==> src/ldcr_pkg.sv <==
// Purpose: Constants and types for the laser driver control register bank.
// Assumes: Register numbers serve as offsets.
// Notes: Core registers 0 to 3 and transmit register 10.
package ldcr_pkg;

    // Seven-bit serial slave address
    localparam logic [6:0] DEV_ADDR = 7'h08;

    // Register offsets
    localparam logic [7:0] OFS_CORE_RESET_ENABLE = 8'h00;
    localparam logic [7:0] OFS_BIAS_LOOP_CONFIG = 8'h01;
    localparam logic [7:0] OFS_CORE_RESERVED_TWO = 8'h02;
    localparam logic [7:0] OFS_CONVERTER_CONTROL = 8'h03;
    localparam logic [7:0] OFS_TRANSMIT_PATH_CONTROL = 8'h0A;

    // Reset values
    localparam logic [7:0] RST_CORE_RESET_ENABLE = 8'h41;
    localparam logic [7:0] RST_BIAS_LOOP_CONFIG = 8'h00;
    localparam logic [7:0] RST_CORE_RESERVED_TWO = 8'h00;
    localparam logic [7:0] RST_CONVERTER_CONTROL = 8'h00;
    localparam logic [7:0] RST_TRANSMIT_PATH_CONTROL = 8'h00;

    // Value read from an unmapped offset
    localparam logic [7:0] RD_UNMAPPED = 8'h00;

    // Core register 0: storing bits; the rest read zero
    localparam logic [7:0] CORE0_STORE_MASK = 8'h79;
    localparam int CORE0_GLOBAL_RESET_BIT = 7;
    localparam int CORE0_SERIAL_RESET_BIT = 1;
    localparam int CORE0_CHIP_ENABLE_BIT = 0;

    // Core register 1 fields
    localparam int BLC_PD_FAULT_TRIG_BIT = 7;
    localparam int BLC_PD_RANGE_HI = 6;
    localparam int BLC_PD_RANGE_LO = 5;
    localparam int BLC_OPEN_LOOP_BIT = 4;
    localparam int BLC_FAULT_EN_BIT = 3;
    localparam int BLC_BIAS_EN_BIT = 2;
    localparam int BLC_BIAS_SINK_BIT = 1;
    localparam int BLC_PD_ORIENT_BIT = 0;

    // Core register 3 fields
    localparam int CNV_ENABLE_BIT = 7;
    localparam int CNV_OSC_BIT = 6;
    localparam int CNV_RESET_BIT = 4;
    localparam int CNV_SEL_HI = 2;
    localparam int CNV_SEL_LO = 0;

    // Converter input codes
    localparam logic [2:0] CNV_SEL_TEMPERATURE = 3'h0;
    localparam logic [2:0] CNV_SEL_SUPPLY = 3'h1;
    localparam logic [2:0] CNV_SEL_BIAS_MONITOR = 3'h2;
    localparam logic [2:0] CNV_SEL_PD_MONITOR = 3'h3;

    // Transmit register 10 fields
    localparam int TXP_POWER_DOWN_BIT = 7;
    localparam int TXP_DRIVER_OFF_BIT = 6;
    localparam int TXP_INVERT_BIT = 5;
    localparam int TXP_RECOVERY_DIS_BIT = 4;
    localparam int TXP_RECOVERY_BYP_BIT = 3;
    localparam int TXP_OFFSET_OFF_BIT = 2;
    localparam int TXP_EQ_OFF_BIT = 1;
    localparam int TXP_AMP_ANALOG_BIT = 0;

    // Bits per serial byte
    localparam logic [3:0] BITS_PER_BYTE = 4'h8;

    typedef enum logic [3:0] {
        LDCR_IDLE = 4'b0000,
        LDCR_DEV_ADDR = 4'b0001,
        LDCR_DEV_ACK = 4'b0010,
        LDCR_REG_ADDR = 4'b0011,
        LDCR_REG_ACK = 4'b0100,
        LDCR_WR_DATA = 4'b0101,
        LDCR_WR_ACK = 4'b0110,
        LDCR_RD_DATA = 4'b0111,
        LDCR_RD_ACK = 4'b1000
    } ldcr_state_type;

endpackage

==> src/ldcr_regs.sv <==
// Purpose: Control register bank of a laser driver, reached by a two-wire
//          serial slave port (start, address, register, one data byte).
// Assumes: Host drives the serial clock.
// Notes: Unmapped offsets ack, drop writes, read zero.
// Notes on behaviour
// RL1: Core0 bit 7 write of 1 defaults all registers, pulses store reset.
// RL2: Writing 1 to core0 bit 1 defaults all registers; bit reads zero.
// RL3: Core0 bit 0 enables the chip; resets to 1.
// RL4: Core1 bit 7 lets the photodiode monitor pin trigger faults.
// RL5: Core1 bits 6:5 pick photodiode range: 1X 3080, 01 1540, 00 770 uA.
// RL6: Core1 bit 4 selects open-loop bias; 0 keeps closed power loop.
// RL7: Core1 bit 3 turns fault detection on.
// RL8: Core1 bit 2 enables bias current; host clears faults by writing 0.
// RL9: Core1 bit 1 makes bias output sink; 0 sources.
// RL10: Core1 bit 0 gives photodiode orientation: 1 cathode to supply.
// RL11: Core3 bit 7 enables the converter; resets to 0.
// RL12: Core3 bit 6 enables the converter oscillator; resets to 0.
// RL13: Core3 bit 4 holds the converter in reset while 1.
// RL14: Core3 bits 2:0 select converter input; codes 1XX reserved.
// RL15: Transmit10 bit 7 powers down the transmitter.
// RL16: Transmit10 bit 6 disables the output driver.
// RL17: Transmit10 bit 5 inverts output data polarity.
// RL18: Transmit10 bit 4 disables and routes around the recovery circuit.
// RL19: Transmit10 bit 3 bypasses the recovery circuit.
// RL20: Transmit10 bit 2 disables offset cancellation.
// RL21: Transmit10 bit 1 disables and bypasses the input equalizer.
// RL22: Transmit10 bit 0 picks analog amplitude control; 0 is digital.
// RL23: Slave address 0001000, direction bit, register address, one data byte.
// RL24: Reserved read-write bits store and read back, with no other effect.
`timescale 1ns/1ps

module ldcr_regs (
    input wire logic clock,
    input wire logic sys_rst,
    input wire logic scl_in,
    input wire logic sda_in,
    output logic sda_out,
    output logic sda_oe,
    output logic nv_store_reset,
    output logic chip_enable,
    output logic pd_monitor_fault_trigger,
    output logic [1:0] pd_current_range,
    output logic open_loop_select,
    output logic fault_detect_enable,
    output logic bias_current_enable,
    output logic bias_sink_select,
    output logic pd_orientation,
    output logic converter_enable,
    output logic converter_osc_enable,
    output logic converter_reset,
    output logic [2:0] converter_input_select,
    output logic transmit_power_down,
    output logic output_driver_off,
    output logic output_invert,
    output logic recovery_disable,
    output logic recovery_bypass,
    output logic offset_cancel_off,
    output logic equalizer_off,
    output logic amplitude_source_analog
);

    typedef struct packed {
        logic [2:0] scl_sync;
        logic [2:0] sda_sync;
        logic scl_filt;
        logic sda_filt;
        ldcr_pkg::ldcr_state_type state;
        logic [3:0] bit_cnt;
        logic [7:0] shift;
        logic [7:0] reg_addr;
        logic sda_oe;
        logic sda_out;
        logic nv_reset;
        logic [7:0] core0;
        logic [7:0] core1;
        logic [7:0] core2;
        logic [7:0] core3;
        logic [7:0] txp10;
    } ldcr_regs_type;

    ldcr_regs_type st_r;
    ldcr_regs_type st_nxt;

    // Byte returned for a register read
    function automatic logic [7:0] read_byte(input ldcr_regs_type s);
        logic [7:0] v;
        v = ldcr_pkg::RD_UNMAPPED;
        if (s.reg_addr == ldcr_pkg::OFS_CORE_RESET_ENABLE) begin
            v = s.core0 & ldcr_pkg::CORE0_STORE_MASK; // RL1 RL2
        end else if (s.reg_addr == ldcr_pkg::OFS_BIAS_LOOP_CONFIG) begin
            v = s.core1;
        end else if (s.reg_addr == ldcr_pkg::OFS_CORE_RESERVED_TWO) begin
            v = s.core2; // RL24
        end else if (s.reg_addr == ldcr_pkg::OFS_CONVERTER_CONTROL) begin
            v = s.core3;
        end else if (s.reg_addr == ldcr_pkg::OFS_TRANSMIT_PATH_CONTROL) begin
            v = s.txp10;
        end
        return v;
    endfunction

    always_comb begin
        logic scl_rise;
        logic scl_fall;
        logic start_seen;
        logic stop_seen;
        logic byte_done;
        logic [7:0] rd;
        scl_rise = 1'b0;
        scl_fall = 1'b0;
        start_seen = 1'b0;
        stop_seen = 1'b0;
        byte_done = 1'b0;
        rd = 8'h00;
        st_nxt = st_r;
        st_nxt.nv_reset = 1'b0;

        // Pin synchronisers; a level counts once stages 2 and 3 agree
        st_nxt.scl_sync = {st_r.scl_sync[1:0], scl_in};
        st_nxt.sda_sync = {st_r.sda_sync[1:0], sda_in};
        if (st_r.scl_sync[1] == st_r.scl_sync[2]) begin
            st_nxt.scl_filt = st_r.scl_sync[2];
        end
        if (st_r.sda_sync[1] == st_r.sda_sync[2]) begin
            st_nxt.sda_filt = st_r.sda_sync[2];
        end

        scl_rise = st_nxt.scl_filt & ~st_r.scl_filt;
        scl_fall = ~st_nxt.scl_filt & st_r.scl_filt;
        // Start and stop: data moves while the clock stays high
        start_seen = st_r.scl_filt & st_nxt.scl_filt & st_r.sda_filt
            & ~st_nxt.sda_filt;
        stop_seen = st_r.scl_filt & st_nxt.scl_filt & ~st_r.sda_filt
            & st_nxt.sda_filt;
        byte_done = scl_fall && (st_r.bit_cnt == ldcr_pkg::BITS_PER_BYTE);

        if (start_seen) begin
            // Repeated start keeps the register address
            st_nxt.state = ldcr_pkg::LDCR_DEV_ADDR; // RL23
            st_nxt.bit_cnt = 4'h0;
            st_nxt.sda_oe = 1'b0;
        end else if (stop_seen) begin
            st_nxt.state = ldcr_pkg::LDCR_IDLE;
            st_nxt.sda_oe = 1'b0;
        end else begin
            case (st_r.state)
                ldcr_pkg::LDCR_DEV_ADDR,
                ldcr_pkg::LDCR_REG_ADDR,
                ldcr_pkg::LDCR_WR_DATA: begin
                    if (scl_rise) begin
                        st_nxt.shift = {st_r.shift[6:0], st_r.sda_filt};
                        st_nxt.bit_cnt = st_r.bit_cnt + 4'h1;
                    end
                    if (byte_done) begin
                        st_nxt.sda_oe = 1'b1;
                        if (st_r.state == ldcr_pkg::LDCR_DEV_ADDR) begin
                            if (st_r.shift[7:1] == ldcr_pkg::DEV_ADDR) begin
                                st_nxt.state = ldcr_pkg::LDCR_DEV_ACK; // RL23
                            end else begin
                                st_nxt.state = ldcr_pkg::LDCR_IDLE;
                                st_nxt.sda_oe = 1'b0;
                            end
                        end else if (st_r.state
                            == ldcr_pkg::LDCR_REG_ADDR) begin
                            st_nxt.reg_addr = st_r.shift; // RL23
                            st_nxt.state = ldcr_pkg::LDCR_REG_ACK;
                        end else begin
                            st_nxt.state = ldcr_pkg::LDCR_WR_ACK;
                            if (st_r.reg_addr
                                == ldcr_pkg::OFS_CORE_RESET_ENABLE) begin
                                if (st_r.shift[
                                    ldcr_pkg::CORE0_GLOBAL_RESET_BIT]) begin
                                    st_nxt.nv_reset = 1'b1; // RL1
                                end
                                if (st_r.shift[
                                    ldcr_pkg::CORE0_GLOBAL_RESET_BIT]
                                    || st_r.shift[
                                    ldcr_pkg::CORE0_SERIAL_RESET_BIT]) begin
                                    st_nxt.core0 = // RL1 RL2
                                        ldcr_pkg::RST_CORE_RESET_ENABLE;
                                    st_nxt.core1 =
                                        ldcr_pkg::RST_BIAS_LOOP_CONFIG;
                                    st_nxt.core2 =
                                        ldcr_pkg::RST_CORE_RESERVED_TWO;
                                    st_nxt.core3 =
                                        ldcr_pkg::RST_CONVERTER_CONTROL;
                                    st_nxt.txp10 =
                                        ldcr_pkg::RST_TRANSMIT_PATH_CONTROL;
                                end else begin
                                    // Self-clearing bits are never stored
                                    st_nxt.core0 = st_r.shift // RL3 RL24
                                        & ldcr_pkg::CORE0_STORE_MASK;
                                end
                            end else if (st_r.reg_addr
                                == ldcr_pkg::OFS_BIAS_LOOP_CONFIG) begin
                                st_nxt.core1 = st_r.shift; // RL4 RL8
                            end else if (st_r.reg_addr
                                == ldcr_pkg::OFS_CORE_RESERVED_TWO) begin
                                st_nxt.core2 = st_r.shift; // RL24
                            end else if (st_r.reg_addr
                                == ldcr_pkg::OFS_CONVERTER_CONTROL) begin
                                st_nxt.core3 = st_r.shift; // RL11 RL24
                            end else if (st_r.reg_addr
                                == ldcr_pkg::OFS_TRANSMIT_PATH_CONTROL) begin
                                st_nxt.txp10 = st_r.shift; // RL15
                            end
                        end
                    end
                end
                ldcr_pkg::LDCR_DEV_ACK: begin
                    if (scl_fall) begin
                        st_nxt.bit_cnt = 4'h0;
                        if (st_r.shift[0]) begin
                            // Read: present the first data bit at once
                            rd = read_byte(st_r);
                            st_nxt.shift = rd;
                            st_nxt.sda_oe = ~rd[7];
                            st_nxt.state = ldcr_pkg::LDCR_RD_DATA;
                        end else begin
                            st_nxt.sda_oe = 1'b0;
                            st_nxt.state = ldcr_pkg::LDCR_REG_ADDR;
                        end
                    end
                end
                ldcr_pkg::LDCR_REG_ACK: begin
                    if (scl_fall) begin
                        st_nxt.sda_oe = 1'b0;
                        st_nxt.bit_cnt = 4'h0;
                        st_nxt.state = ldcr_pkg::LDCR_WR_DATA;
                    end
                end
                ldcr_pkg::LDCR_WR_ACK: begin
                    // One byte per transfer; later bytes go unacknowledged
                    if (scl_fall) begin
                        st_nxt.sda_oe = 1'b0;
                        st_nxt.state = ldcr_pkg::LDCR_IDLE; // RL23
                    end
                end
                ldcr_pkg::LDCR_RD_DATA: begin
                    if (scl_rise) begin
                        st_nxt.bit_cnt = st_r.bit_cnt + 4'h1;
                    end
                    if (byte_done) begin
                        st_nxt.sda_oe = 1'b0;
                        st_nxt.state = ldcr_pkg::LDCR_RD_ACK;
                    end else if (scl_fall) begin
                        st_nxt.shift = {st_r.shift[6:0], 1'b0};
                        st_nxt.sda_oe = ~st_r.shift[6];
                    end
                end
                ldcr_pkg::LDCR_RD_ACK: begin
                    if (scl_fall) begin
                        st_nxt.state = ldcr_pkg::LDCR_IDLE;
                    end
                end
                default: begin
                    st_nxt.sda_oe = 1'b0;
                end
            endcase
        end
    end

    always_ff @(posedge clock) begin
        if (sys_rst) begin
            st_r.scl_sync <= 3'h7;
            st_r.sda_sync <= 3'h7;
            st_r.scl_filt <= 1'b1;
            st_r.sda_filt <= 1'b1;
            st_r.state <= ldcr_pkg::LDCR_IDLE;
            st_r.bit_cnt <= 4'h0;
            st_r.shift <= 8'h00;
            st_r.reg_addr <= 8'h00;
            st_r.sda_oe <= 1'b0;
            st_r.sda_out <= 1'b0;
            st_r.nv_reset <= 1'b0;
            st_r.core0 <= ldcr_pkg::RST_CORE_RESET_ENABLE; // RL3
            st_r.core1 <= ldcr_pkg::RST_BIAS_LOOP_CONFIG;
            st_r.core2 <= ldcr_pkg::RST_CORE_RESERVED_TWO;
            st_r.core3 <= ldcr_pkg::RST_CONVERTER_CONTROL; // RL11 RL12
            st_r.txp10 <= ldcr_pkg::RST_TRANSMIT_PATH_CONTROL;
        end else begin
            st_r <= st_nxt;
        end
    end

    // Open-drain data pin: only ever pulled low
    assign sda_out = st_r.sda_out;
    assign sda_oe = st_r.sda_oe;
    assign nv_store_reset = st_r.nv_reset; // RL1

    assign chip_enable = st_r.core0[ldcr_pkg::CORE0_CHIP_ENABLE_BIT]; // RL3
    assign pd_monitor_fault_trigger =
        st_r.core1[ldcr_pkg::BLC_PD_FAULT_TRIG_BIT]; // RL4
    assign pd_current_range =
        st_r.core1[ldcr_pkg::BLC_PD_RANGE_HI:ldcr_pkg::BLC_PD_RANGE_LO]; // RL5
    assign open_loop_select = st_r.core1[ldcr_pkg::BLC_OPEN_LOOP_BIT]; // RL6
    assign fault_detect_enable = st_r.core1[ldcr_pkg::BLC_FAULT_EN_BIT]; // RL7
    assign bias_current_enable = st_r.core1[ldcr_pkg::BLC_BIAS_EN_BIT]; // RL8
    assign bias_sink_select = st_r.core1[ldcr_pkg::BLC_BIAS_SINK_BIT]; // RL9
    assign pd_orientation = st_r.core1[ldcr_pkg::BLC_PD_ORIENT_BIT]; // RL10
    assign converter_enable = st_r.core3[ldcr_pkg::CNV_ENABLE_BIT]; // RL11
    assign converter_osc_enable = st_r.core3[ldcr_pkg::CNV_OSC_BIT]; // RL12
    assign converter_reset = st_r.core3[ldcr_pkg::CNV_RESET_BIT]; // RL13
    assign converter_input_select =
        st_r.core3[ldcr_pkg::CNV_SEL_HI:ldcr_pkg::CNV_SEL_LO]; // RL14
    assign transmit_power_down =
        st_r.txp10[ldcr_pkg::TXP_POWER_DOWN_BIT]; // RL15
    assign output_driver_off =
        st_r.txp10[ldcr_pkg::TXP_DRIVER_OFF_BIT]; // RL16
    assign output_invert = st_r.txp10[ldcr_pkg::TXP_INVERT_BIT]; // RL17
    assign recovery_disable =
        st_r.txp10[ldcr_pkg::TXP_RECOVERY_DIS_BIT]; // RL18
    assign recovery_bypass =
        st_r.txp10[ldcr_pkg::TXP_RECOVERY_BYP_BIT]; // RL19
    assign offset_cancel_off =
        st_r.txp10[ldcr_pkg::TXP_OFFSET_OFF_BIT]; // RL20
    assign equalizer_off = st_r.txp10[ldcr_pkg::TXP_EQ_OFF_BIT]; // RL21
    assign amplitude_source_analog =
        st_r.txp10[ldcr_pkg::TXP_AMP_ANALOG_BIT]; // RL22

endmodule

==> config.mk <==
export PLATFORM = sky130hd
export DESIGN_NAME = ldcr_regs
export DESIGN_NICKNAME = d
export VERILOG_FILES = /design/src/ldcr_pkg.sv /design/src/ldcr_regs.sv
export SDC_FILE = /design/constraint.sdc
export NUM_CORES = 1
export LEC_CHECK = 0
export BUFFER_PORTS_ARGS = -buffer_cell sky130_fd_sc_hd__buf_2
export CAP_MARGIN = 25
export CORE_ASPECT_RATIO = 1.75
export CORE_MARGIN = 4
export CORE_UTILIZATION = 64
export CTS_CLUSTER_SIZE = 40
export DETAILED_ROUTE_END_ITERATION = 8
export HOLD_SLACK_MARGIN = 0.03
export MAX_ROUTING_LAYER = met4
export PLACE_DENSITY = 0.89
export SETUP_SLACK_MARGIN = 0.2
export SLEW_MARGIN = 20
export SYNTH_ARGS = -nofsm -noshare
export SYNTH_HDL_FRONTEND = slang
export SYNTH_SLANG_ARGS = --single-unit
==> constraint.sdc <==
create_clock -name clock -period 3.8 [get_ports clock]
set_input_delay 0.19 -clock clock [delete_from_list [all_inputs] [get_ports clock]]
set_output_delay 0.19 -clock clock [all_outputs]
set_load 0.05 [all_outputs]
==> qor.json, run 1 <==
{
  "clock_tree": {
    "insertion_delay_of_the_later_clocked_pin_in_the_worst_skew_pair_ps": 350,
    "cts_hold_bufs": 2,
    "cts.repair.resized": 0,
    "clk_transition_reported_paths_ps": 80,
    "ctsLongestPathBuffers": 2,
    "clkSinkCount": 71,
    "cts_root_buf": "clkbuf_8",
    "cts_tree": "done",
    "tritoncts_buffer_count": 9,
    "htreeDepth": 3,
    "cts_setup_buffers": 0
  },
  "yosys": {
    "synth_top_area_frac": 0.4013,
    "synth_enable_flop_cells": 0,
    "ys_top_cells_by_area": "dfxtp_1 (40%), nand3b_1 (7.0%), o21ai_0 (5.9%)",
    "mappedNetlistNets": 435,
    "synth_flop_cell": "dfxtp_1",
    "yosysTopAreaCell": "dfxtp_1",
    "gate_count_after_technology_mapping": 429,
    "synth.cells.most_frequent": "dfxtp_1 (71), nor2_1 (43), o21ai_0 (42), nand3b_1 (33), clkbuf_1 (29)",
    "yosys.cell_count.top_type": "dfxtp_1",
    "ys.warnings.count": 0,
    "postSynthAreaPerCell_um2": 8.257,
    "synth.yosys.seq_area_share": 0.4013,
    "yosys_register_bits": 71,
    "synth.lib_cells_used.distinct": 64,
    "mappedNetlistArea_um2": 3542,
    "synth_async_sr_flop_share": 0
  },
  "floorplan": {
    "std_cell_rows": 35,
    "floorplan.core_area_um2": 5299,
    "top_level_ports": 30,
    "initial_utilization": 0.6685,
    "die_area_um2": 6836,
    "floorplan.die.width_um": 64.24,
    "die_y_um": 106.4
  },
  "grt": {
    "overflow": 0,
    "grt_first_pass_wirelength_mm": 15.19,
    "number_of_antenna_violations_at_the_first_check_in_global_routing": 0,
    "grt_usage": 0.2896,
    "first_global_vias": 3256,
    "grt_max_degree": 67
  },
  "min_path": {
    "hp-start": "st_nxt[73]",
    "hold_path_end": "st_nxt[74]",
    "worstHoldPathType": "reg -> reg",
    "worst_hold_path.num_cells": 1
  },
  "sta": {
    "slew_viol_final": 0,
    "fin_tns_setup_ps": 0,
    "timing_worst_slew_pin_value_ps": 982.4,
    "finalClockSkew_ps": 9.074,
    "maxClockFrequency_mhz": 386.8,
    "rsz0062_at_grt": "no",
    "max_slew_margin": 0.3442,
    "fin_crit_ps": 2585,
    "finalSetupViolations": 0,
    "finalHoldWorstSlack_ps": 412.7,
    "post-route-period-util": 0.6804,
    "final_hold_violating_endpoints": 0
  },
  "worst_setup_path": {
    "reg2reg_slack_ps": 1210,
    "timing.critical_path.cells": "nor2b_1, and3_1, nand4_1, nand3b_1, o21ai_0",
    "ff2ff_path_depth": 5,
    "crit-reg2reg-capture": "st_r[23]",
    "crit_path_end_kind": "flop",
    "r2r-start": "st_r[63]",
    "critPathRequiredTime_ps": 4000,
    "worstSetupStartpointType": "flop",
    "crit_path_max_incr_delay_ps": 670,
    "critical_path_peak_fanout": 16,
    "critPathKind": "reg -> reg",
    "worst-endpoint-arrival_ps": 2790,
    "cp_slowest_cell": "dfxtp_1"
  },
  "routing": {
    "wl_per_cell_um": 17.67,
    "vias_per_cell": 6.339,
    "detail-route-antenna-nets": 0,
    "drt_pass1_iterations": 6,
    "detail_route.iter0.violations": 260,
    "routed_wl_mm": 9.030,
    "post-route-drc-count": 0,
    "via_count": 3239
  },
  "pwr": {
    "cellPowerDensity_nw_per_um2": 358.9,
    "total_leakage_power_nw": 1.359,
    "vdd_drop_max_mv": 0.2928
  },
  "final_layout": {
    "design_area_um2": 3816,
    "antenna_cells": 0,
    "design.final.nets": 438,
    "layout-drive-gt1-share": 0.1281,
    "layout-area-overhead-vs-synth_pct": 7.736
  },
  "place": {
    "placement.io_buffers": 28,
    "place_hpwl_mm": 6.316,
    "placed_cell_area_um2": 3607,
    "globalplace.congestion": 1.001
  },
  "run": {
    "drv.max_cap_violation_count": 0
  },
  "outcome": {
    "outcome": "complete, no violations"
  }
}
==> state kept, by name, indices dropped and copies added, names as in the netlist, 2 cells and up <==
signal / flops
converter_input_select: 3
pd_current_range: 2
st_nxt: 4
st_r: 42
==> per-layer routing <==
metal  track usage  part of all wire
met5             -                 0
met3       0.05180             0.048
met2        0.5063              0.52
met4        0.1649             0.042
met1        0.2994              0.38
==> cells by family (layout without fill, tap and decap cells) <==
kind of cell	Yosys count	after routing	synth area share
AND/OR/NAND/NOR	170	170	0.2745
AO/OA/AOI/OAI	118	118	0.2077
flip-flops	71	71	0.4013
buffers and inverters	49	57	0.05899
multiplexers	12	12	0.03426
XOR/XNOR	5	5	0.01237
adder cells (fa/ha/maj)	3	3	0.009889
other	1	1	0.001059
==> area by class of cell <==
| class | instances | area (µm²) |
|---|---|---|
| multi-input cells | 309 | 1912 |
| clock inverters | 6 | 61.31 |
| inverters | 11 | 41.29 |
| fillers | 419 | 1483 |
| clock buffers | 10 | 127.6 |
| repair buffers | 30 | 160.2 |
| well taps | 74 | 92.59 |
| flip-flops and latches | 71 | 1421 |
==> worst max path at each step <==
stage	slack, ps	start	to
6_report	1210	st_r[63]	st_r[23]
5_1_grt	1010	st_r[63]	converter_reset
4_1_cts	1310	st_r[63]	st_r[23]
3_5_place_dp	1310	st_r[63]	converter_reset
3_3_place_gp	1350	st_r[63]	converter_osc_enable
2_1_floorplan	1760	st_r[45]	st_r[56]
==> power by group <==
group          total [W]  internal (W)  switching, W  leakage, nW
registers       0.000751      0.000747    0.00000434        0.573
logic          0.0000293     0.0000129     0.0000164        0.690
clock network   0.000589      0.000301      0.000288       0.0960
total            0.00137       0.00106      0.000309         1.36
==> through the flow <==
stage | std cells | setup slack [ps] | power, W | utilization
after floorplan | 429 | 1759 | 0.0007909 | -
after global placement | 493 | 1355 | 0.0007960 | 0.6808
after detailed placement | 493 | 1311 | 0.0007960 | 0.6808
after CTS | 511 | 1310 | 0.001374 | 0.7202
after global routing | 511 | 1011 | 0.001412 | 0.7202
final | 511 | 1215 | 0.001370 | 0.7202
==> worst max-delay path: cells and delay by family (launching register included) <==
| kind | cells | cell delay (ps) |
|---|---|---|
| compound gates | 1 | 140 |
| flops | 1 | 670 |
| simple gates | 4 | 1620 |
==> placed cells by master (no fill, tap or decap), drive strengths merged, types with 11 or more instances in the layout <==
cell type  count
nor2          44
nand2         24
mux2i         11
a21oi         20
buf           28
nand3b        33
dfxtp         71
o21ai         47
No activity file was read; power rests on OpenSTA's default activity.
==> run 2: changes to the inputs <==
Settings changed: CORE_UTILIZATION 64 to 59, PLACE_DENSITY 0.89 to 0.83.
Clock period 3.8 ns to 2.5 ns, I/O delays scaled along.
==> run 2 against run 1 <==
Effect of this change:
- routed wire length is 4.0% higher
- largest cell class unchanged
- clock power grew 88%
- setup slack lost 900 ps
- sequential power increased by 52%
- critical path depth stayed put
- non-clock buffer count rose by 18
- critical path type unchanged
- worst hold slack lost 280 ps
- critical endpoint is now st_r[56]
- sequential share of layout area down 1.8 points
- die area increased by 7.6%
- clock skew up 3.9 ps
==> qor.json, run 2 (synthesized netlist as in run 1, its figures left out) <==
{
  "outcome": {
    "outcome": {"value": "complete, no violations", "change": "unchanged"}
  },
  "place": {
    "placed_cell_area": {"value": 3747, "unit": "µm²", "change": "was 3607 µm²"},
    "placement.io_buffers": {"value": 28, "change": "unchanged"},
    "detailedPlace.worstSlack": {"value": 332.4, "unit": "ps", "change": "was 1311 ps"},
    "place_hpwl": {"value": 6.694, "unit": "mm", "change": "was 6.316 mm"},
    "dp.cells": {"value": 515, "change": "was 493"},
    "globalplace.congestion": {"value": 0.9247, "change": "was 1.001"}
  },
  "pwr": {
    "total_leakage_power": {"value": 1.474, "unit": "nW", "change": "was 1.359 nW"},
    "fin_total_pwr": {"value": 0.002300, "unit": "W", "change": "was 0.001370 W"},
    "power.sequential.fraction": {"value": 0.496, "change": "was 0.548"},
    "power_switching_share": {"value": 0.1989, "change": "was 0.2258"},
    "power_frac_comb": {"value": 0.021, "change": "about the same"},
    "net_switching_power": {"value": 0.0004575, "unit": "W", "change": "was 0.0003092 W"},
    "vdd_drop_max": {"value": 0.5084, "unit": "mV", "change": "was 0.2928 mV"},
    "power.clock.fraction": {"value": 0.483, "change": "was 0.430"},
    "intPower": {"value": 0.001843, "unit": "W", "change": "was 0.001060 W"},
    "cellPowerDensity": {"value": 573.3, "unit": "nW/µm²", "change": "was 358.9 nW/µm²"}
  },
  "worst_setup_path": {
    "critical_path.startpoint": {"value": "st_r[45]", "change": "was st_r[63]"},
    "ff2ff_path_depth": {"value": 5, "change": "unchanged"},
    "crit-reg2reg-capture": {"value": "st_r[56]", "change": "was st_r[23]"},
    "critPathRequiredTime": {"value": 2710, "unit": "ps", "change": "was 4000 ps"},
    "critPathCapture": {"value": "st_r[56]", "change": "was st_r[23]"},
    "worstSetupStartpointType": {"value": "flop", "change": "unchanged"},
    "critical_path_peak_fanout": {"value": 6, "change": "was 16"},
    "crit_path_end_kind": {"value": "flop", "change": "unchanged"},
    "critPathKind": {"value": "reg -> reg", "change": "unchanged"},
    "r2r-start": {"value": "st_r[45]", "change": "was st_r[63]"},
    "reg2reg_slack": {"value": 320, "unit": "ps", "change": "was 1210 ps"},
    "worst-endpoint-arrival": {"value": 2390, "unit": "ps", "change": "was 2790 ps"}
  },
  "final_layout": {
    "antenna_cells": {"value": 0, "change": "unchanged"},
    "registers.top_by_ff_count": {"value": "st_r", "change": "unchanged"},
    "layout-area-overhead-vs-synth": {"value": 13.28, "unit": "%", "change": "was 7.736%"},
    "most-common-layout-cells": {"value": "dfxtp_1 (71), nor2_1 (43), o21ai_0 (42)", "change": "unchanged"},
    "largest_reg_flops": {"value": 42, "change": "unchanged"},
    "design.final.nets": {"value": 456, "change": "was 438"},
    "commonest_non_fill_non_tap_cell_in_the_layout": {"value": "dfxtp_1", "change": "unchanged"},
    "layout-drive-gt1-share": {"value": 0.1648, "change": "was 0.1281"},
    "design_area": {"value": 4013, "unit": "µm²", "change": "was 3816 µm²"},
    "final_cell_count_no_fill": {"value": 533, "change": "was 511"}
  },
  "clock_tree": {
    "cts_tree": {"value": "done", "change": "unchanged"},
    "clk_transition_reported_paths": {"value": 80, "unit": "ps", "change": "about the same"},
    "htreeDepth": {"value": 3, "change": "unchanged"},
    "cts_root_buf": {"value": "clkbuf_8", "change": "unchanged"},
    "insertion_delay_of_the_later_clocked_pin_in_the_worst_skew_pair": {"value": 350, "unit": "ps", "change": "about the same"},
    "clkSinkCount": {"value": 71, "change": "unchanged"},
    "tritoncts_buffer_count": {"value": 9, "change": "unchanged"},
    "ctsLongestPathBuffers": {"value": 2, "change": "unchanged"}
  },
  "sta": {
    "timing_worst_slew_pin_value": {"value": 543.6, "unit": "ps", "change": "was 982.4 ps"},
    "finalWorstSetupSlack": {"value": 318.7, "unit": "ps", "change": "was 1215 ps"},
    "maxClockFrequency": {"value": 458.4, "unit": "MHz", "change": "was 386.8 MHz"},
    "finalSetupViolations": {"value": 0, "change": "unchanged"},
    "finalClockSkew": {"value": 12.94, "unit": "ps", "change": "was 9.074 ps"},
    "rsz0062_at_grt": {"value": "no", "change": "unchanged"},
    "fin_crit": {"value": 2181, "unit": "ps", "change": "was 2585 ps"},
    "post-route-period-util": {"value": 0.8725, "change": "was 0.6804"},
    "slew_viol_final": {"value": 0, "change": "unchanged"},
    "fin_tns_setup": {"value": 0, "unit": "ps", "change": "unchanged"},
    "max_slew_margin": {"value": 0.6345, "change": "was 0.3442"},
    "final_hold_violating_endpoints": {"value": 0, "change": "unchanged"}
  },
  "floorplan": {
    "floorplan.die.width": {"value": 66.57, "unit": "µm", "change": "was 64.24 µm"},
    "die_area": {"value": 7356, "unit": "µm²", "change": "was 6836 µm²"},
    "std_cell_rows": {"value": 37, "change": "was 35"},
    "top_level_ports": {"value": 30, "change": "unchanged"},
    "die_y": {"value": 110.5, "unit": "µm", "change": "was 106.4 µm"},
    "floorplan.core_area": {"value": 5879, "unit": "µm²", "change": "was 5299 µm²"},
    "initial_utilization": {"value": 0.6025, "change": "was 0.6685"}
  },
  "grt": {
    "first_global_vias": {"value": 3216, "change": "was 3,256"},
    "grt_first_pass_wirelength": {"value": 15.85, "unit": "mm", "change": "was 15.19 mm"},
    "grt_usage": {"value": 0.2857, "change": "was 0.2896"},
    "grt_max_degree": {"value": 31, "change": "was 67"},
    "overflow": {"value": 0, "change": "unchanged"},
    "number_of_antenna_violations_at_the_first_check_in_global_routing": {"value": 0, "change": "unchanged"}
  },
  "routing": {
    "drt_pass1_iterations": {"value": 5, "change": "was 6"},
    "post-route-drc-count": {"value": 0, "change": "unchanged"},
    "vias_per_cell": {"value": 6.158, "change": "was 6.339"},
    "detail_route.iter0.violations": {"value": 245, "change": "was 260"},
    "via_count": {"value": 3282, "change": "was 3,239"},
    "routed_wl": {"value": 9.387, "unit": "mm", "change": "was 9.030 mm"},
    "detail-route-antenna-nets": {"value": 0, "change": "unchanged"},
    "wl_per_cell": {"value": 17.61, "unit": "µm", "change": "was 17.67 µm"}
  },
  "min_path": {
    "worstHoldPathType": {"value": "in -> reg", "change": "was reg -> reg"}
  },
  "run": {
    "drv.max_cap_violation_count": {"value": 0, "change": "unchanged"}
  }
}
==> run 2: cell count changes in the layout (fill, tap and decap cells not counted) <==
cell,before,now
bufinv_16,1,3
clkinv_4,1,0
buf_4,0,18
clkbuf_1,1,0
clkinv_2,3,2
clkbuf_8,9,10
==> run 2: area by class of cell <==
class / instances / area, µm²
Clock buffer: 10 / 137.6
Tap cell: 78 / 97.59
Clock inverter: 6 / 107.6
Multi-Input combinational cell: 309 / 1912
Sequential cell: 71 / 1421
Timing Repair Buffer: 48 / 295.3
Inverter: 11 / 41.29
Fill cell: 507 / 1867
==> run 2: worst min path at each step <==
| stage | start | end | slack, ps | cells after the start |
|---|---|---|---|---|
| 6_report | sys_rst | st_r[47] | 140 | 2 |
| 5_1_grt | sys_rst | st_r[45] | 140 | 2 |
| 4_1_cts | sys_rst | st_r[47] | 120 | 2 |
| 3_5_place_dp | sda_in | st_nxt[70] | 310 | 2 |
| 3_3_place_gp | sda_in | st_nxt[70] | 310 | 2 |
| 2_1_floorplan | sda_in | st_nxt[70] | 230 | 1 |
==> run 2: metal layers <==
layer,part of all wire,track usage
met1,0.38,0.3104
met2,0.53,0.4702
met3,0.049,0.06104
met4,0.039,0.1560
met5,0,-
==> run 2: stage by stage <==
stage          hold WS (ps)  utilization
4_1_cts               121.2       0.6825
3_5_place_dp          311.0       0.6374
6_report              136.5       0.6825
5_1_grt               141.0       0.6825
2_1_floorplan         228.8            -
3_3_place_gp          308.0       0.6374
==> run 2: what timing repair did <==
item | CTS | global route
endpoints found under the hold margin | 2 | 0
setup buffers | 0 | 0
resized for setup | 0 | 0
hold buffers | 2 | 0
==> run 2: worst max-delay path: stages (launching register included) <==
cell and delay [ps]:
dfxtp_1 320, or4_4 580, or3_1 440, o221a_1 270, a222oi_1 320, a211oi_1 120
==> run 2: power groups by stage <==
| stage | registers [W] | clock network [W] | logic, W |
|---|---|---|---|
| 3_3_place_gp | 0.00117 | 0 | 0.0000441 |
| 6_report | 0.00114 | 0.00111 | 0.0000479 |
| 5_1_grt | 0.00114 | 0.00118 | 0.0000522 |
| 2_1_floorplan | 0.00116 | 0 | 0.0000381 |
| 3_5_place_dp | 0.00117 | 0 | 0.0000448 |
| 4_1_cts | 0.00114 | 0.00113 | 0.0000474 |
==> run 3: changes to the inputs <==
Settings changed: PLACE_DENSITY 0.83 to 0.79, SLEW_MARGIN 20 to unset.
==> run 3 against run 2 <==
Effect of this change:
- global-route usage shrank 0.47 points
- non-clock buffer count grew 4
- flip-flop and latch count is the same
- critical path type unchanged
- total power shrank 8.5%
- worst hold slack gained 110 ps
- die area is the same
- via count grew 0.52%
- highest routed layer unchanged
- combinational power shrank 3%
==> qor.json, run 3 (synthesized netlist as in run 1, its figures left out) <==
{
  "floorplan": {
    "top_level_ports": {"value": 30, "change": "unchanged"},
    "initial_utilization": {"value": 0.6025, "change": "unchanged"},
    "floorplan.core_area": {"value": 5879, "unit": "µm²", "change": "unchanged"},
    "die_y": {"value": 110.5, "unit": "µm", "change": "unchanged"},
    "std_cell_rows": {"value": 37, "change": "unchanged"},
    "floorplan.die.width": {"value": 66.57, "unit": "µm", "change": "unchanged"},
    "die_area": {"value": 7356, "unit": "µm²", "change": "unchanged"}
  },
  "sta": {
    "fin_tns_setup": {"value": 0, "unit": "ps", "change": "unchanged"},
    "slew_viol_final": {"value": 0, "change": "unchanged"},
    "max_slew_margin": {"value": 0.6242, "change": "was 0.6345"},
    "rsz0062_at_grt": {"value": "no", "change": "unchanged"},
    "timing_worst_slew_pin_value": {"value": 563.8, "unit": "ps", "change": "was 543.6 ps"},
    "final_hold_violating_endpoints": {"value": 0, "change": "unchanged"},
    "finalClockSkew": {"value": 6.684, "unit": "ps", "change": "was 12.94 ps"},
    "finalSetupViolations": {"value": 0, "change": "unchanged"},
    "post-route-period-util": {"value": 0.8682, "change": "was 0.8725"},
    "maxClockFrequency": {"value": 460.7, "unit": "MHz", "change": "was 458.4 MHz"},
    "fin_crit": {"value": 2171, "unit": "ps", "change": "was 2181 ps"},
    "finalHoldWorstSlack": {"value": 248.6, "unit": "ps", "change": "was 136.5 ps"},
    "finalWorstSetupSlack": {"value": 329.4, "unit": "ps", "change": "was 318.7 ps"}
  },
  "pwr": {
    "cellPowerDensity": {"value": 526.3, "unit": "nW/µm²", "change": "was 573.3 nW/µm²"},
    "net_switching_power": {"value": 0.0004414, "unit": "W", "change": "was 0.0004575 W"},
    "total_leakage_power": {"value": 1.474, "unit": "nW", "change": "about the same"},
    "power_frac_comb": {"value": 0.022, "change": "was 0.021"},
    "intPower": {"value": 0.001664, "unit": "W", "change": "was 0.001843 W"},
    "power_switching_share": {"value": 0.2096, "change": "was 0.1989"},
    "vdd_drop_max": {"value": 0.5143, "unit": "mV", "change": "was 0.5084 mV"},
    "power.clock.fraction": {"value": 0.436, "change": "was 0.483"},
    "power.sequential.fraction": {"value": 0.542, "change": "was 0.496"}
  },
  "grt": {
    "first_global_vias": {"value": 3246, "change": "was 3,216"},
    "grt_usage": {"value": 0.2810, "change": "was 0.2857"},
    "number_of_antenna_violations_at_the_first_check_in_global_routing": {"value": 0, "change": "unchanged"},
    "grt_first_pass_wirelength": {"value": 15.58, "unit": "mm", "change": "was 15.85 mm"},
    "grt_max_degree": {"value": 36, "change": "was 31"},
    "overflow": {"value": 0, "change": "unchanged"}
  },
  "final_layout": {
    "largest_reg_flops": {"value": 42, "change": "unchanged"},
    "commonest_non_fill_non_tap_cell_in_the_layout": {"value": "dfxtp_1", "change": "unchanged"},
    "area_taken_by_multi_input_logic_gates": {"value": 1918, "unit": "µm²", "change": "was 1912 µm²"},
    "layout-area-overhead-vs-synth": {"value": 12.96, "unit": "%", "change": "was 13.28%"},
    "design_area": {"value": 4001, "unit": "µm²", "change": "was 4013 µm²"},
    "filler_cell_count": {"value": 535, "change": "was 507"},
    "antenna_cells": {"value": 0, "change": "unchanged"},
    "layout-drive-gt1-share": {"value": 0.1725, "change": "was 0.1648"},
    "layout.area.seq": {"value": 1421, "unit": "µm²", "change": "unchanged"},
    "final_cell_count_no_fill": {"value": 536, "change": "was 533"},
    "most-common-layout-cells": {"value": "dfxtp_1 (71), nor2_1 (43), o21ai_0 (42)", "change": "unchanged"},
    "design.final.nets": {"value": 460, "change": "was 456"},
    "registers.top_by_ff_count": {"value": "st_r", "change": "unchanged"}
  },
  "place": {
    "detailedPlace.worstSlack": {"value": 340.7, "unit": "ps", "change": "was 332.4 ps"},
    "placement.io_buffers": {"value": 28, "change": "unchanged"},
    "dp.cells": {"value": 519, "change": "was 515"},
    "place_hpwl": {"value": 6.695, "unit": "mm", "change": "was 6.694 mm"},
    "globalplace.congestion": {"value": 0.9545, "change": "was 0.9247"},
    "placed_cell_area": {"value": 3777, "unit": "µm²", "change": "was 3747 µm²"}
  },
  "worst_setup_path": {
    "crit-reg2reg-capture": {"value": "st_r[57]", "change": "was st_r[56]"},
    "worstPathBufferInverterCount": {"value": 0, "change": "unchanged"},
    "cp_slowest_cell": {"value": "or4_4", "change": "unchanged"},
    "critPathRequiredTime": {"value": 2710, "unit": "ps", "change": "about the same"},
    "crit_path_end_kind": {"value": "flop", "change": "unchanged"},
    "crit_path_max_incr_delay": {"value": 580, "unit": "ps", "change": "about the same"},
    "ff2ff_path_depth": {"value": 5, "change": "unchanged"},
    "worstSetupStartpointType": {"value": "flop", "change": "unchanged"},
    "reg2reg_slack": {"value": 330, "unit": "ps", "change": "was 320 ps"},
    "r2r-start": {"value": "st_r[45]", "change": "unchanged"},
    "critical_path_peak_fanout": {"value": 6, "change": "unchanged"},
    "worst_path_dominant_cell_family": {"value": "simple AND/OR/NAND/NOR gates", "change": "unchanged"},
    "worst-endpoint-arrival": {"value": 2380, "unit": "ps", "change": "was 2390 ps"},
    "timing.critical_path.cells": {"value": "or4_4, or3_1, o221a_1, a222oi_1, a211oi_1", "change": "unchanged"},
    "critPathKind": {"value": "reg -> reg", "change": "unchanged"}
  },
  "run": {
    "drv.max_cap_violation_count": {"value": 0, "change": "unchanged"}
  },
  "min_path": {
    "hp-start": {"value": "sys_rst", "change": "unchanged"},
    "worstHoldPathType": {"value": "in -> reg", "change": "unchanged"},
    "worst_hold_path.num_cells": {"value": 2, "change": "unchanged"},
    "hold_path_end": {"value": "st_r[63]", "change": "was st_r[47]"}
  },
  "clock_tree": {
    "cts_setup_buffers": {"value": 0, "change": "unchanged"},
    "htreeDepth": {"value": 3, "change": "unchanged"},
    "cts_tree": {"value": "done", "change": "unchanged"},
    "clk_transition_reported_paths": {"value": 70, "unit": "ps", "change": "was 80 ps"},
    "clkSinkCount": {"value": 71, "change": "unchanged"},
    "ctsLongestPathBuffers": {"value": 2, "change": "unchanged"},
    "tritoncts_buffer_count": {"value": 9, "change": "unchanged"},
    "insertion_delay_of_the_later_clocked_pin_in_the_worst_skew_pair": {"value": 350, "unit": "ps", "change": "about the same"},
    "cts_root_buf": {"value": "clkbuf_8", "change": "unchanged"}
  },
  "outcome": {
    "outcome": {"value": "complete, no violations", "change": "unchanged"}
  },
  "routing": {
    "via_count": {"value": 3299, "change": "was 3,282"},
    "vias_per_cell": {"value": 6.155, "change": "was 6.158"},
    "detail-route-antenna-nets": {"value": 0, "change": "unchanged"},
    "routed_wl": {"value": 9.298, "unit": "mm", "change": "was 9.387 mm"},
    "wl_per_cell": {"value": 17.35, "unit": "µm", "change": "was 17.61 µm"},
    "detail_route.iter0.violations": {"value": 208, "change": "was 245"},
    "drt_pass1_iterations": {"value": 5, "change": "unchanged"},
    "post-route-drc-count": {"value": 0, "change": "unchanged"}
  }
}
[run 3: cell type report]
class / instances / area share
inverters: 11 / 0.01032
clock buffers: 12 / 0.03877
repair buffers: 52 / 0.08130
well taps: 78 / 0.02439
clock inverters: 3 / 0.01063
multi-input cells: 309 / 0.4794
flip-flops and latches: 71 / 0.3552
[run 3: how the worst max path moves through the flow]
| stage | from | endpoint | slack [ps] | cells past startpoint |
|---|---|---|---|---|
| after floorplan | st_r[45] | st_r[56] | 460 | 6 |
| after global placement | st_r[45] | st_r[57] | 390 | 5 |
| after detailed placement | st_r[45] | st_r[57] | 340 | 5 |
| after CTS | st_r[45] | st_r[57] | 330 | 5 |
| after global routing | st_r[45] | st_r[57] | 220 | 5 |
| final | st_r[45] | st_r[57] | 330 | 5 |
[run 3: worst register-to-register path, stage by stage (launching register included)]
cell	delay, ps
dfxtp_1	320
or4_4	580
or3_1	450
o221a_1	270
a222oi_1	310
a211oi_1	120
[run 3: layer usage]
layer,global-route usage,part of all wire,vias up
met3,0.05799,0.044,25
met1,0.2965,0.39,1565
met4,0.1398,0.033,0
met2,0.4794,0.54,120
met5,-,0,-
li1,-,-,1589
[run 3: per-stage QoR]
stage	power, W	utilization
6_report	0.002106	0.6806
4_1_cts	0.002115	0.6795
3_5_place_dp	0.001211	0.6425
3_3_place_gp	0.001211	0.6425
5_1_grt	0.002186	0.6806
2_1_floorplan	0.001202	-
[run 3: what timing repair did]
action	in CTS	in global routing
gates resized for setup	0	2
setup endpoints to repair	0	5
endpoints found under the hold margin	2	0
hold buffers	2	0
[run 3: power by group through the flow]
stage / clock network (W) / logic [W] / registers, W
after detailed placement: 0 / 0.0000432 / 0.00117
after floorplan: 0 / 0.0000381 / 0.00116
after global placement: 0 / 0.0000432 / 0.00117
final: 0.000917 / 0.0000464 / 0.00114
after global routing: 0.000993 / 0.0000509 / 0.00114
after CTS: 0.000927 / 0.0000459 / 0.00114
